<file path="config.mk">
export PLATFORM = sky130hd
export DESIGN_NAME = rcs_top
export DESIGN_NICKNAME = d
export VERILOG_FILES = /design/src/core/rcs_pkg.sv /design/src/core/rcs_run_if.sv /design/src/core/rcs_sync.sv /design/src/core/rcs_delay.sv /design/src/core/rcs_top.sv
export SDC_FILE = /design/constraint.sdc
export NUM_CORES = 1
export LEC_CHECK = 0
export ABC_AREA = 1
export BUFFER_PORTS_ARGS = -buffer_cell sky130_fd_sc_hd__buf_4
export CORE_UTILIZATION = 50
export DETAILED_ROUTE_END_ITERATION = 8
export PLACE_DENSITY = 0.69
export SKIP_LAST_GASP = 1
export SLEW_MARGIN = 20
export SYNTH_ARGS = -nofsm -noshare
export SYNTH_HDL_FRONTEND = slang
export SYNTH_SLANG_ARGS = --single-unit
</file>
<file path="constraint.sdc">
create_clock -name pclk -period 2.9 [get_ports pclk]
set_clock_uncertainty 0.05 [all_clocks]
set_input_delay 0.29 -clock pclk [delete_from_list [all_inputs] [get_ports pclk]]
set_output_delay 0.29 -clock pclk [all_outputs]
set_load 0.05 [all_outputs]
</file>
<file path="src/core/rcs_pkg.sv">
`default_nettype none

package rcs_pkg;

    localparam int RCS_NTERM = 11;

    // Command source values
    localparam logic [2:0] RCS_SRC_KEYPAD = 3'h0;
    localparam logic [2:0] RCS_SRC_TWO_INPUT = 3'h1;
    localparam logic [2:0] RCS_SRC_RUN_DIR = 3'h2;
    localparam logic [2:0] RCS_SRC_SERIAL = 3'h3;
    localparam logic [2:0] RCS_SRC_MAX = 3'h5;
    localparam logic [2:0] RCS_SRC_RST = 3'h1;

    // Terminal function codes
    localparam logic [5:0] RCS_FN_FWD = 6'h01;
    localparam logic [5:0] RCS_FN_REV = 6'h02;
    localparam logic [5:0] RCS_FN_MAX = 6'h33;
    localparam logic [5:0] RCS_FN_RST = 6'h00;

    // Start delay in 10 ms steps
    localparam logic [13:0] RCS_DLY_MAX = 14'h2710;
    localparam logic [13:0] RCS_DLY_RST = 14'h0064;
    localparam int RCS_DLY_W = 14;

    // Timing
    localparam int unsigned RCS_TICK_NS = 10000000;
    localparam int unsigned RCS_CLK_NS = 4;
    localparam int unsigned RCS_TICK_CYCLES = RCS_TICK_NS / RCS_CLK_NS;
    localparam int RCS_TICK_W = 22;

    // Serial settings fields
    localparam logic [7:0] RCS_ID_MIN = 8'h01;
    localparam logic [7:0] RCS_ID_MAX = 8'hfa;
    localparam logic [7:0] RCS_ID_RST = 8'h01;
    localparam logic [3:0] RCS_PROTO_RST = 4'h0;
    localparam logic [3:0] RCS_BAUD_RST = 4'h3;
    localparam logic [3:0] RCS_FRAME_RST = 4'h0;
    localparam int RCS_ID_LSB = 0;
    localparam int RCS_PROTO_LSB = 8;
    localparam int RCS_BAUD_LSB = 12;
    localparam int RCS_FRAME_LSB = 16;

    // Serial command bits
    localparam int RCS_CMD_RUN = 0;
    localparam int RCS_CMD_REV = 1;

    // Status bits
    localparam int RCS_ST_RUN = 0;
    localparam int RCS_ST_REV = 1;
    localparam int RCS_ST_WAIT = 2;
    localparam int RCS_ST_REQ = 3;
    localparam int RCS_ST_TERM_LSB = 16;

    // Register byte offsets
    localparam logic [7:0] RCS_A_SRC = 8'h00;
    localparam logic [7:0] RCS_A_DLY = 8'h04;
    localparam logic [7:0] RCS_A_SER = 8'h08;
    localparam logic [7:0] RCS_A_CMD = 8'h0c;
    localparam logic [7:0] RCS_A_STAT = 8'h10;
    localparam logic [7:0] RCS_A_FN0 = 8'h20;
    localparam logic [7:0] RCS_A_FNL = 8'h48;

endpackage

`default_nettype wire

</file>
<file path="src/core/rcs_run_if.sv">
`default_nettype none

interface rcs_run_if;
    logic req;
    logic rev_req;
    logic [13:0] delay;
    logic run;
    logic rev;
    logic waiting;

    modport ctl (
        output req,
        output rev_req,
        output delay,
        input run,
        input rev,
        input waiting
    );

    modport tmr (
        input req,
        input rev_req,
        input delay,
        output run,
        output rev,
        output waiting
    );
endinterface

`default_nettype wire

</file>
<file path="src/core/rcs_sync.sv">
`default_nettype none

module rcs_sync #(
    parameter int W = 1
) (
    input wire logic pclk,
    input wire logic presetn,
    input wire logic [W-1:0] async_in,
    output logic [W-1:0] sync_out
);
    logic [W-1:0] meta_q;
    logic [W-1:0] sync_q;

    // First stage feeds only the second
    always_ff @(posedge pclk or negedge presetn) begin
        if (!presetn) begin
            meta_q <= '0;
            sync_q <= '0;
        end else begin
            meta_q <= async_in;
            sync_q <= meta_q;
        end
    end

    assign sync_out = sync_q;
endmodule

`default_nettype wire

</file>
<file path="src/core/rcs_delay.sv">
`default_nettype none

module rcs_delay
    import rcs_pkg::*;
#(
    parameter int unsigned TICK_CYCLES = RCS_TICK_CYCLES
) (
    input wire logic pclk,
    input wire logic presetn,
    rcs_run_if.tmr rif
);
    typedef enum logic [2:0] {
        RCS_IDLE = 3'b001,
        RCS_WAIT = 3'b010,
        RCS_RUN = 3'b100
    } rcs_state_t;

    localparam logic [RCS_TICK_W-1:0] TICK_LAST =
        RCS_TICK_W'(TICK_CYCLES - 1);

    rcs_state_t st_q, st_d;
    logic [RCS_TICK_W-1:0] pre_q, pre_d;
    logic [RCS_DLY_W-1:0] left_q, left_d;
    logic rev_q, rev_d;

    always_comb begin
        st_d = st_q;
        pre_d = pre_q;
        left_d = left_q;
        rev_d = rev_q;
        case (st_q)
            RCS_IDLE: begin
                pre_d = '0;
                left_d = rif.delay;
                if (rif.req) begin
                    st_d = RCS_WAIT;
                end
            end
            RCS_WAIT: begin
                // Request withdrawn before the delay ran out
                if (!rif.req) begin
                    st_d = RCS_IDLE;
                end else if (left_q == '0) begin
                    st_d = RCS_RUN;
                    rev_d = rif.rev_req;
                end else if (pre_q == TICK_LAST) begin
                    pre_d = '0;
                    left_d = left_q - 1'b1;
                end else begin
                    pre_d = pre_q + 1'b1;
                end
            end
            RCS_RUN: begin
                // Direction may change on the fly while running
                rev_d = rif.rev_req;
                if (!rif.req) begin
                    st_d = RCS_IDLE;
                end
            end
            default: begin
                st_d = RCS_IDLE;
            end
        endcase
    end

    always_ff @(posedge pclk or negedge presetn) begin
        if (!presetn) begin
            st_q <= RCS_IDLE;
            pre_q <= '0;
            left_q <= '0;
            rev_q <= 1'b0;
        end else begin
            st_q <= st_d;
            pre_q <= pre_d;
            left_q <= left_d;
            rev_q <= rev_d;
        end
    end

    assign rif.run = (st_q == RCS_RUN);
    assign rif.rev = rev_q;
    assign rif.waiting = (st_q == RCS_WAIT);
endmodule

`default_nettype wire

</file>
<file path="src/core/rcs_top.sv">
// Our own choices: the address map and the APB register port.
`default_nettype none

module rcs_top
    import rcs_pkg::*;
#(
    parameter int unsigned TICK_CYCLES = RCS_TICK_CYCLES
) (
    input wire logic pclk,
    input wire logic presetn,
    input wire logic psel,
    input wire logic penable,
    input wire logic pwrite,
    input wire logic [7:0] paddr,
    input wire logic [31:0] pwdata,
    output logic [31:0] prdata,
    output logic pready,
    output logic pslverr,
    input wire logic [10:0] multi_function_terminal,
    input wire logic key_fwd,
    input wire logic key_rev,
    input wire logic key_stop,
    output logic drive_run,
    output logic drive_reverse
);
    function automatic logic fn_hit(input logic [7:0] a);
        fn_hit = (a >= RCS_A_FN0) && (a <= RCS_A_FNL);
    endfunction

    function automatic logic [3:0] fn_idx(input logic [7:0] a);
        logic [7:0] off;
        off = a - RCS_A_FN0;
        fn_idx = off[5:2];
    endfunction

    function automatic logic term_on(
        input logic [5:0] code [RCS_NTERM],
        input logic [10:0] lvl,
        input logic [5:0] want
    );
        term_on = 1'b0;
        for (int i = 0; i < RCS_NTERM; i++) begin
            if (code[i] == want && lvl[i]) begin
                term_on = 1'b1;
            end
        end
    endfunction

    logic [10:0] term_s;
    logic [2:0] key_s;

    rcs_sync #(
        .W(11)
    ) u_term_sync (
        .pclk(pclk),
        .presetn(presetn),
        .async_in(multi_function_terminal),
        .sync_out(term_s)
    );

    rcs_sync #(
        .W(3)
    ) u_key_sync (
        .pclk(pclk),
        .presetn(presetn),
        .async_in({key_stop, key_rev, key_fwd}),
        .sync_out(key_s)
    );

    rcs_run_if rif ();

    rcs_delay #(
        .TICK_CYCLES(TICK_CYCLES)
    ) u_delay (
        .pclk(pclk),
        .presetn(presetn),
        .rif(rif)
    );

    logic [2:0] src_q, src_d;
    logic [13:0] dly_q, dly_d;
    logic [7:0] id_q, id_d;
    logic [3:0] proto_q, proto_d;
    logic [3:0] baud_q, baud_d;
    logic [3:0] frame_q, frame_d;
    logic [1:0] cmd_q, cmd_d;
    logic [5:0] fn_q [RCS_NTERM];
    logic [5:0] fn_d [RCS_NTERM];
    logic [31:0] rdata_q, rdata_d;
    logic rdy_q, rdy_d;
    logic err_q, err_d;
    logic [2:0] key_prev_q, key_prev_d;
    logic kp_run_q, kp_run_d;
    logic kp_rev_q, kp_rev_d;
    logic run_q, run_d;
    logic rev_q, rev_d;

    logic wr_en;
    logic addr_ok;
    logic [31:0] stat;
    logic fwd_in;
    logic rev_in;
    logic [2:0] key_edge;
    logic req;
    logic dir;

    assign wr_en = psel && penable && rdy_q && pwrite;
    assign key_edge = key_s & ~key_prev_q;
    assign fwd_in = term_on(fn_q, term_s, RCS_FN_FWD);
    assign rev_in = term_on(fn_q, term_s, RCS_FN_REV);

    always_comb begin
        stat = '0;
        stat[RCS_ST_RUN] = rif.run;
        stat[RCS_ST_REV] = rif.rev;
        stat[RCS_ST_WAIT] = rif.waiting;
        stat[RCS_ST_REQ] = req;
        stat[RCS_ST_TERM_LSB +: 11] = term_s;
    end

    // Command decode per source
    always_comb begin
        req = 1'b0;
        dir = 1'b0;
        case (src_q)
            RCS_SRC_KEYPAD: begin
                req = kp_run_q;
                dir = kp_rev_q;
            end
            RCS_SRC_TWO_INPUT: begin
                // Both on or both off is a stop
                req = fwd_in ^ rev_in;
                dir = rev_in;
            end
            RCS_SRC_RUN_DIR: begin
                req = fwd_in;
                dir = rev_in;
            end
            RCS_SRC_SERIAL: begin
                req = cmd_q[RCS_CMD_RUN];
                dir = cmd_q[RCS_CMD_REV];
            end
            default: begin
                // Field bus and PLC sources are not fitted here
                req = 1'b0;
                dir = 1'b0;
            end
        endcase
    end

    assign rif.req = req;
    assign rif.rev_req = dir;
    assign rif.delay = dly_q;

    always_comb begin
        addr_ok = 1'b0;
        if (paddr[1:0] != 2'h0) begin
            addr_ok = 1'b0;
        end else if (paddr == RCS_A_SRC) begin
            addr_ok = 1'b1;
        end else if (paddr == RCS_A_DLY) begin
            addr_ok = 1'b1;
        end else if (paddr == RCS_A_SER) begin
            addr_ok = 1'b1;
        end else if (paddr == RCS_A_CMD) begin
            addr_ok = 1'b1;
        end else if (paddr == RCS_A_STAT) begin
            addr_ok = 1'b1;
        end else if (fn_hit(paddr)) begin
            addr_ok = 1'b1;
        end
    end

    // Register file and APB answer
    always_comb begin
        src_d = src_q;
        dly_d = dly_q;
        id_d = id_q;
        proto_d = proto_q;
        baud_d = baud_q;
        frame_d = frame_q;
        cmd_d = cmd_q;
        fn_d = fn_q;
        rdata_d = rdata_q;
        rdy_d = 1'b0;
        err_d = 1'b0;
        // Setup phase prepares the answer so outputs stay registered
        if (psel && !penable) begin
            rdy_d = 1'b1;
            err_d = !addr_ok;
            rdata_d = '0;
            if (!addr_ok) begin
                rdata_d = '0;
            end else if (paddr == RCS_A_SRC) begin
                rdata_d[2:0] = src_q;
            end else if (paddr == RCS_A_DLY) begin
                rdata_d[13:0] = dly_q;
            end else if (paddr == RCS_A_SER) begin
                rdata_d[RCS_ID_LSB +: 8] = id_q;
                rdata_d[RCS_PROTO_LSB +: 4] = proto_q;
                rdata_d[RCS_BAUD_LSB +: 4] = baud_q;
                rdata_d[RCS_FRAME_LSB +: 4] = frame_q;
            end else if (paddr == RCS_A_CMD) begin
                rdata_d[1:0] = cmd_q;
            end else if (paddr == RCS_A_STAT) begin
                rdata_d = stat;
            end else if (fn_hit(paddr)) begin
                rdata_d[5:0] = fn_q[fn_idx(paddr)];
            end
        end
        if (wr_en && addr_ok) begin
            // Out-of-range values are dropped, the old setting stays, except at RCS_A_CMD, which takes pwdata[1:0] and ignores the rest
            if (paddr == RCS_A_SRC) begin
                if (pwdata[31:3] == '0 && pwdata[2:0] <= RCS_SRC_MAX) begin
                    src_d = pwdata[2:0];
                end
            end else if (paddr == RCS_A_DLY) begin
                if (pwdata[31:14] == '0 && pwdata[13:0] <= RCS_DLY_MAX) begin
                    dly_d = pwdata[13:0];
                end
            end else if (paddr == RCS_A_SER) begin
                if (pwdata[RCS_ID_LSB +: 8] >= RCS_ID_MIN &&
                    pwdata[RCS_ID_LSB +: 8] <= RCS_ID_MAX) begin
                    id_d = pwdata[RCS_ID_LSB +: 8];
                    proto_d = pwdata[RCS_PROTO_LSB +: 4];
                    baud_d = pwdata[RCS_BAUD_LSB +: 4];
                    frame_d = pwdata[RCS_FRAME_LSB +: 4];
                end
            end else if (paddr == RCS_A_CMD) begin
                cmd_d = pwdata[1:0];
            end else if (fn_hit(paddr)) begin
                if (pwdata[31:6] == '0 && pwdata[5:0] <= RCS_FN_MAX) begin
                    fn_d[fn_idx(paddr)] = pwdata[5:0];
                end
            end
        end
    end

    // Keypad latch; stop key beats run keys
    always_comb begin
        key_prev_d = key_s;
        kp_run_d = kp_run_q;
        kp_rev_d = kp_rev_q;
        if (src_q != RCS_SRC_KEYPAD) begin
            kp_run_d = 1'b0;
        end else if (key_edge[2]) begin
            kp_run_d = 1'b0;
        end else if (key_edge[0]) begin
            kp_run_d = 1'b1;
            kp_rev_d = 1'b0;
        end else if (key_edge[1]) begin
            kp_run_d = 1'b1;
            kp_rev_d = 1'b1;
        end
    end

    always_comb begin
        run_d = rif.run;
        rev_d = rif.rev;
    end

    always_ff @(posedge pclk or negedge presetn) begin
        if (!presetn) begin
            src_q <= RCS_SRC_RST;
            dly_q <= RCS_DLY_RST;
            id_q <= RCS_ID_RST;
            proto_q <= RCS_PROTO_RST;
            baud_q <= RCS_BAUD_RST;
            frame_q <= RCS_FRAME_RST;
            cmd_q <= '0;
            for (int i = 0; i < RCS_NTERM; i++) begin
                fn_q[i] <= RCS_FN_RST;
            end
            rdata_q <= '0;
            rdy_q <= 1'b0;
            err_q <= 1'b0;
            key_prev_q <= '0;
            kp_run_q <= 1'b0;
            kp_rev_q <= 1'b0;
            run_q <= 1'b0;
            rev_q <= 1'b0;
        end else begin
            src_q <= src_d;
            dly_q <= dly_d;
            id_q <= id_d;
            proto_q <= proto_d;
            baud_q <= baud_d;
            frame_q <= frame_d;
            cmd_q <= cmd_d;
            fn_q <= fn_d;
            rdata_q <= rdata_d;
            rdy_q <= rdy_d;
            err_q <= err_d;
            key_prev_q <= key_prev_d;
            kp_run_q <= kp_run_d;
            kp_rev_q <= kp_rev_d;
            run_q <= run_d;
            rev_q <= rev_d;
        end
    end

    assign prdata = rdata_q;
    assign pready = rdy_q;
    assign pslverr = err_q;
    assign drive_run = run_q;
    assign drive_reverse = rev_q;
endmodule

`default_nettype wire

</file>
==> results.json <==
{
  "outcome": "finished clean",
  "netlist_area_um2": 10800,
  "hold_class": "primary input to register",
  "vias": 9984,
  "antenna_found_initial": 0,
  "io_buffers": 89,
  "n_antenna_cell": 0,
  "relSlewSlack_pct": 54.51,
  "post_drt_wl_per_cell_um": 16.01,
  "synthCells": 1440,
  "hold_viol_final": 0,
  "cp_max_fo": 14,
  "ios": 95,
  "worstPathArrival_ps": 2960,
  "ys.warnings.count": 0,
  "grt_pass1_vias": 9360,
  "cts_setup_buffers": 0,
  "fillers": 1910,
  "cts-hold-fix-buffers": 25,
  "initial_utilization_pct": 51.20,
  "cts-resized-gates": 0,
  "end_kind": "register",
  "cts_max_level": 1,
  "grt_usage_pct": 27.31,
  "drt_iter0_markers": 674,
  "nNetsFinal": 1616,
  "routed_wl_mm": 29.59,
  "fin_crit_ps": 2563,
  "crit_buf_inv": 3,
  "post-route-period-util_pct": 88.39,
  "worstSkewPairLatency_ps": 530,
  "path_delay_family": "simple AND/OR/NAND/NOR gates",
  "power.leakage_uw": 0.006518,
  "critPathRequiredTime_ps": 3300,
  "rows": 53,
  "final-setup-viol-count": 0,
  "hold_ws_ps": 5.640,
  "ir_drop_uv": 502.0,
  "crit_type": "register to register",
  "ys_ff_latch": 209,
  "place_congestion": 0.9700,
  "cts_buffer_depth": 3,
  "tightest_slew_ps": 679.9,
  "final_layout_size_suffix_gt1_share_pct": 13.03,
  "multi_input_area_um2": 4653,
  "cp_slowest_stage_delay_ps": 430,
  "ys.flop_type": "dfrtp_1",
  "ant_nets": 0,
  "fmax_ghz": 0.3901,
  "final_max_slew_viol_count": 0,
  "critPathSlowestCell": "nand3_1",
  "clk_pin_slew_ps": 60,
  "grt_pass1_wl_mm": 48.03,
  "design.core.area_um2": 21090,
  "synth_edf_count": 0,
  "critPathLaunchType": "register",
  "vias_per_cell": 5.403,
  "die_w_um": 148.9,
  "drt_pre_antenna_iters": 5,
  "synth-async-reset-ratio_pct": 100.0,
  "die_h_um": 148.9,
  "cp_cell_sequence": "inv_1 -> ha_1 -> inv_1 -> nor3_2 -> nand2_1 -> nor4_1 -> nand2_1 -> o21ai_0 -> inv_1 -> nand3_1 -> nand2_1 -> nand2_1",
  "grt_max_degree": 78,
  "drc": 0,
  "crit_top_cell": "nand2_1",
  "seqCellArea_um2": 5240,
  "cts_buffers": 24,
  "grt_overflow": 0,
  "ys_seq_area_share_pct": 48.53,
  "area_delta_synth_final_pct": 20.36,
  "clockRootBuffer": "clkbuf_16",
  "cts_tree": "built",
  "max-cap-violations": 0,
  "avgSynthCellArea_um2": 7.498,
  "dp_hpwl_mm": 20.62,
  "grt_setup_unrepaired": "no",
  "cts.sinks": 209,
  "synth_cell_type_count": 44,
  "final.setup.tns_ps": 0,
  "die-area_um2": 22180,
  "p_per_area_nw_per_um2": 668.8
}
sequential cells by signal, indices dropped and copies added (netlist names), 4 cells and up:
name                  flops
u_term_sync.sync_out     11
proto_q                   4
frame_q                   4
id_q                      8
fn_q                     66
u_delay.left_q           14
baud_q                    4
prdata                   27
u_delay.pre_q            22
u_term_sync.meta_q       11
dly_q                    14
placed cells by master, fill, tap and decap left out, types with 28 or more instances in the layout:
| master | Yosys | layout |
|---|---|---|
| nand2_1 | 465 | 465 |
| dfrtp_1 | 201 | 201 |
| inv_1 | 156 | 156 |
| nor2_1 | 128 | 128 |
| nand3_1 | 121 | 121 |
| buf_4 | 8 | 107 |
| o21ai_0 | 69 | 69 |
| nand4_1 | 36 | 36 |
| a21oi_1 | 31 | 31 |
| o21ai_1 | 28 | 28 |
path summary, 6_finish.rpt:
path	from	end	slack (ps)	depth (start not counted)
min in group asynchronous	presetn	u_term_sync.meta_q[8]	290	2
hold reg to reg	u_term_sync.meta_q[0]	u_term_sync.sync_out[0]	300	0
hold / removal	pwdata[16]	frame_q[0]	6	3
max in group asynchronous	presetn	baud_q[0]	1670	3
setup reg to reg	u_delay.left_q[0]	u_delay.left_q[7]	340	12
setup / recovery	u_delay.left_q[0]	u_delay.left_q[7]	340	12
cell usage after synthesis, drive strengths merged, types with 3 or more instances:
| master | n | share of area, % |
|---|---|---|
| o22ai | 25 | 1.4 |
| o31ai | 6 | 0.42 |
| clkbuf | 24 | 0.83 |
| nand3 | 121 | 5.6 |
| o211ai | 4 | 0.28 |
| buf | 28 | 1.9 |
| dfstp | 8 | 1.9 |
| or2 | 12 | 0.70 |
| nor4 | 9 | 0.52 |
| o221ai | 6 | 0.49 |
| a21oi | 32 | 1.6 |
| nor2 | 134 | 4.9 |
| nand4 | 37 | 2.2 |
| xor2 | 10 | 0.81 |
| o21ai | 97 | 4.5 |
| nand2 | 476 | 17 |
| nor3 | 23 | 1.1 |
| dfrtp | 201 | 47 |
| and2 | 3 | 0.17 |
| inv | 165 | 5.7 |
area by class of cell:
class | instances | area share (%)
well taps | 275 | 2.648
clock buffers | 28 | 5.132
multi-input cells | 1017 | 35.81
flip-flops and latches | 209 | 40.32
clock inverters | 16 | 2.455
repair buffers | 137 | 8.829
inverters | 166 | 4.805
cells by family after synthesis:
| logic type | count (synthesis) | synth area share (%) |
|---|---|---|
| flops | 209 | 48.53 |
| other cells | 1 | 0.03473 |
| simple gates | 819 | 32.33 |
| fa+ha+maj | 2 | 0.2317 |
| compound gates | 181 | 9.549 |
| xor+xnor | 10 | 0.8112 |
| buf+inv | 218 | 8.506 |
worst min-delay path, delay by kind of cell:
family	cells	cell delay (ps)
buffers and inverters	1	90
and+or+nand+nor	1	40
AOI/OAI and AO/OA	1	110
through the flow:
| step | power (uW) | setup WS (ps) | instance area (um^2) | instances | utilization, % |
|---|---|---|---|---|---|
| global placement | 4966 | 359.2 | 11760 | 1779 | 55.76 |
| floorplan | 4240 | 869.2 | 10810 | 1444 | - |
| finish | 8691 | 336.7 | 13000 | 1848 | 61.62 |
| global route | 9103 | 34.14 | 13000 | 1848 | 61.62 |
| CTS | 8739 | 316.9 | 13000 | 1848 | 61.62 |
| detailed placement | 4994 | 343.8 | 11760 | 1779 | 55.76 |
where the power goes:
part | internal (uW) | switching (uW) | leakage (uW)
registers | 3060 | 127 | 0.00275
clock network | 2450 | 1250 | 0.000481
logic | 566 | 1240 | 0.00328
total | 6080 | 2610 | 0.00652
metal layers:
layer | GRT usage [%] | up-vias | part of all wire (%)
met5 | 0 | - | 0
met4 | 9.337 | 0 | 3.3
met3 | 3.792 | 68 | 6.0
met2 | 43.47 | 326 | 46
met1 | 38.27 | 4719 | 45
li1 | - | 4871 | -
Power figures use the tool's default switching activity.
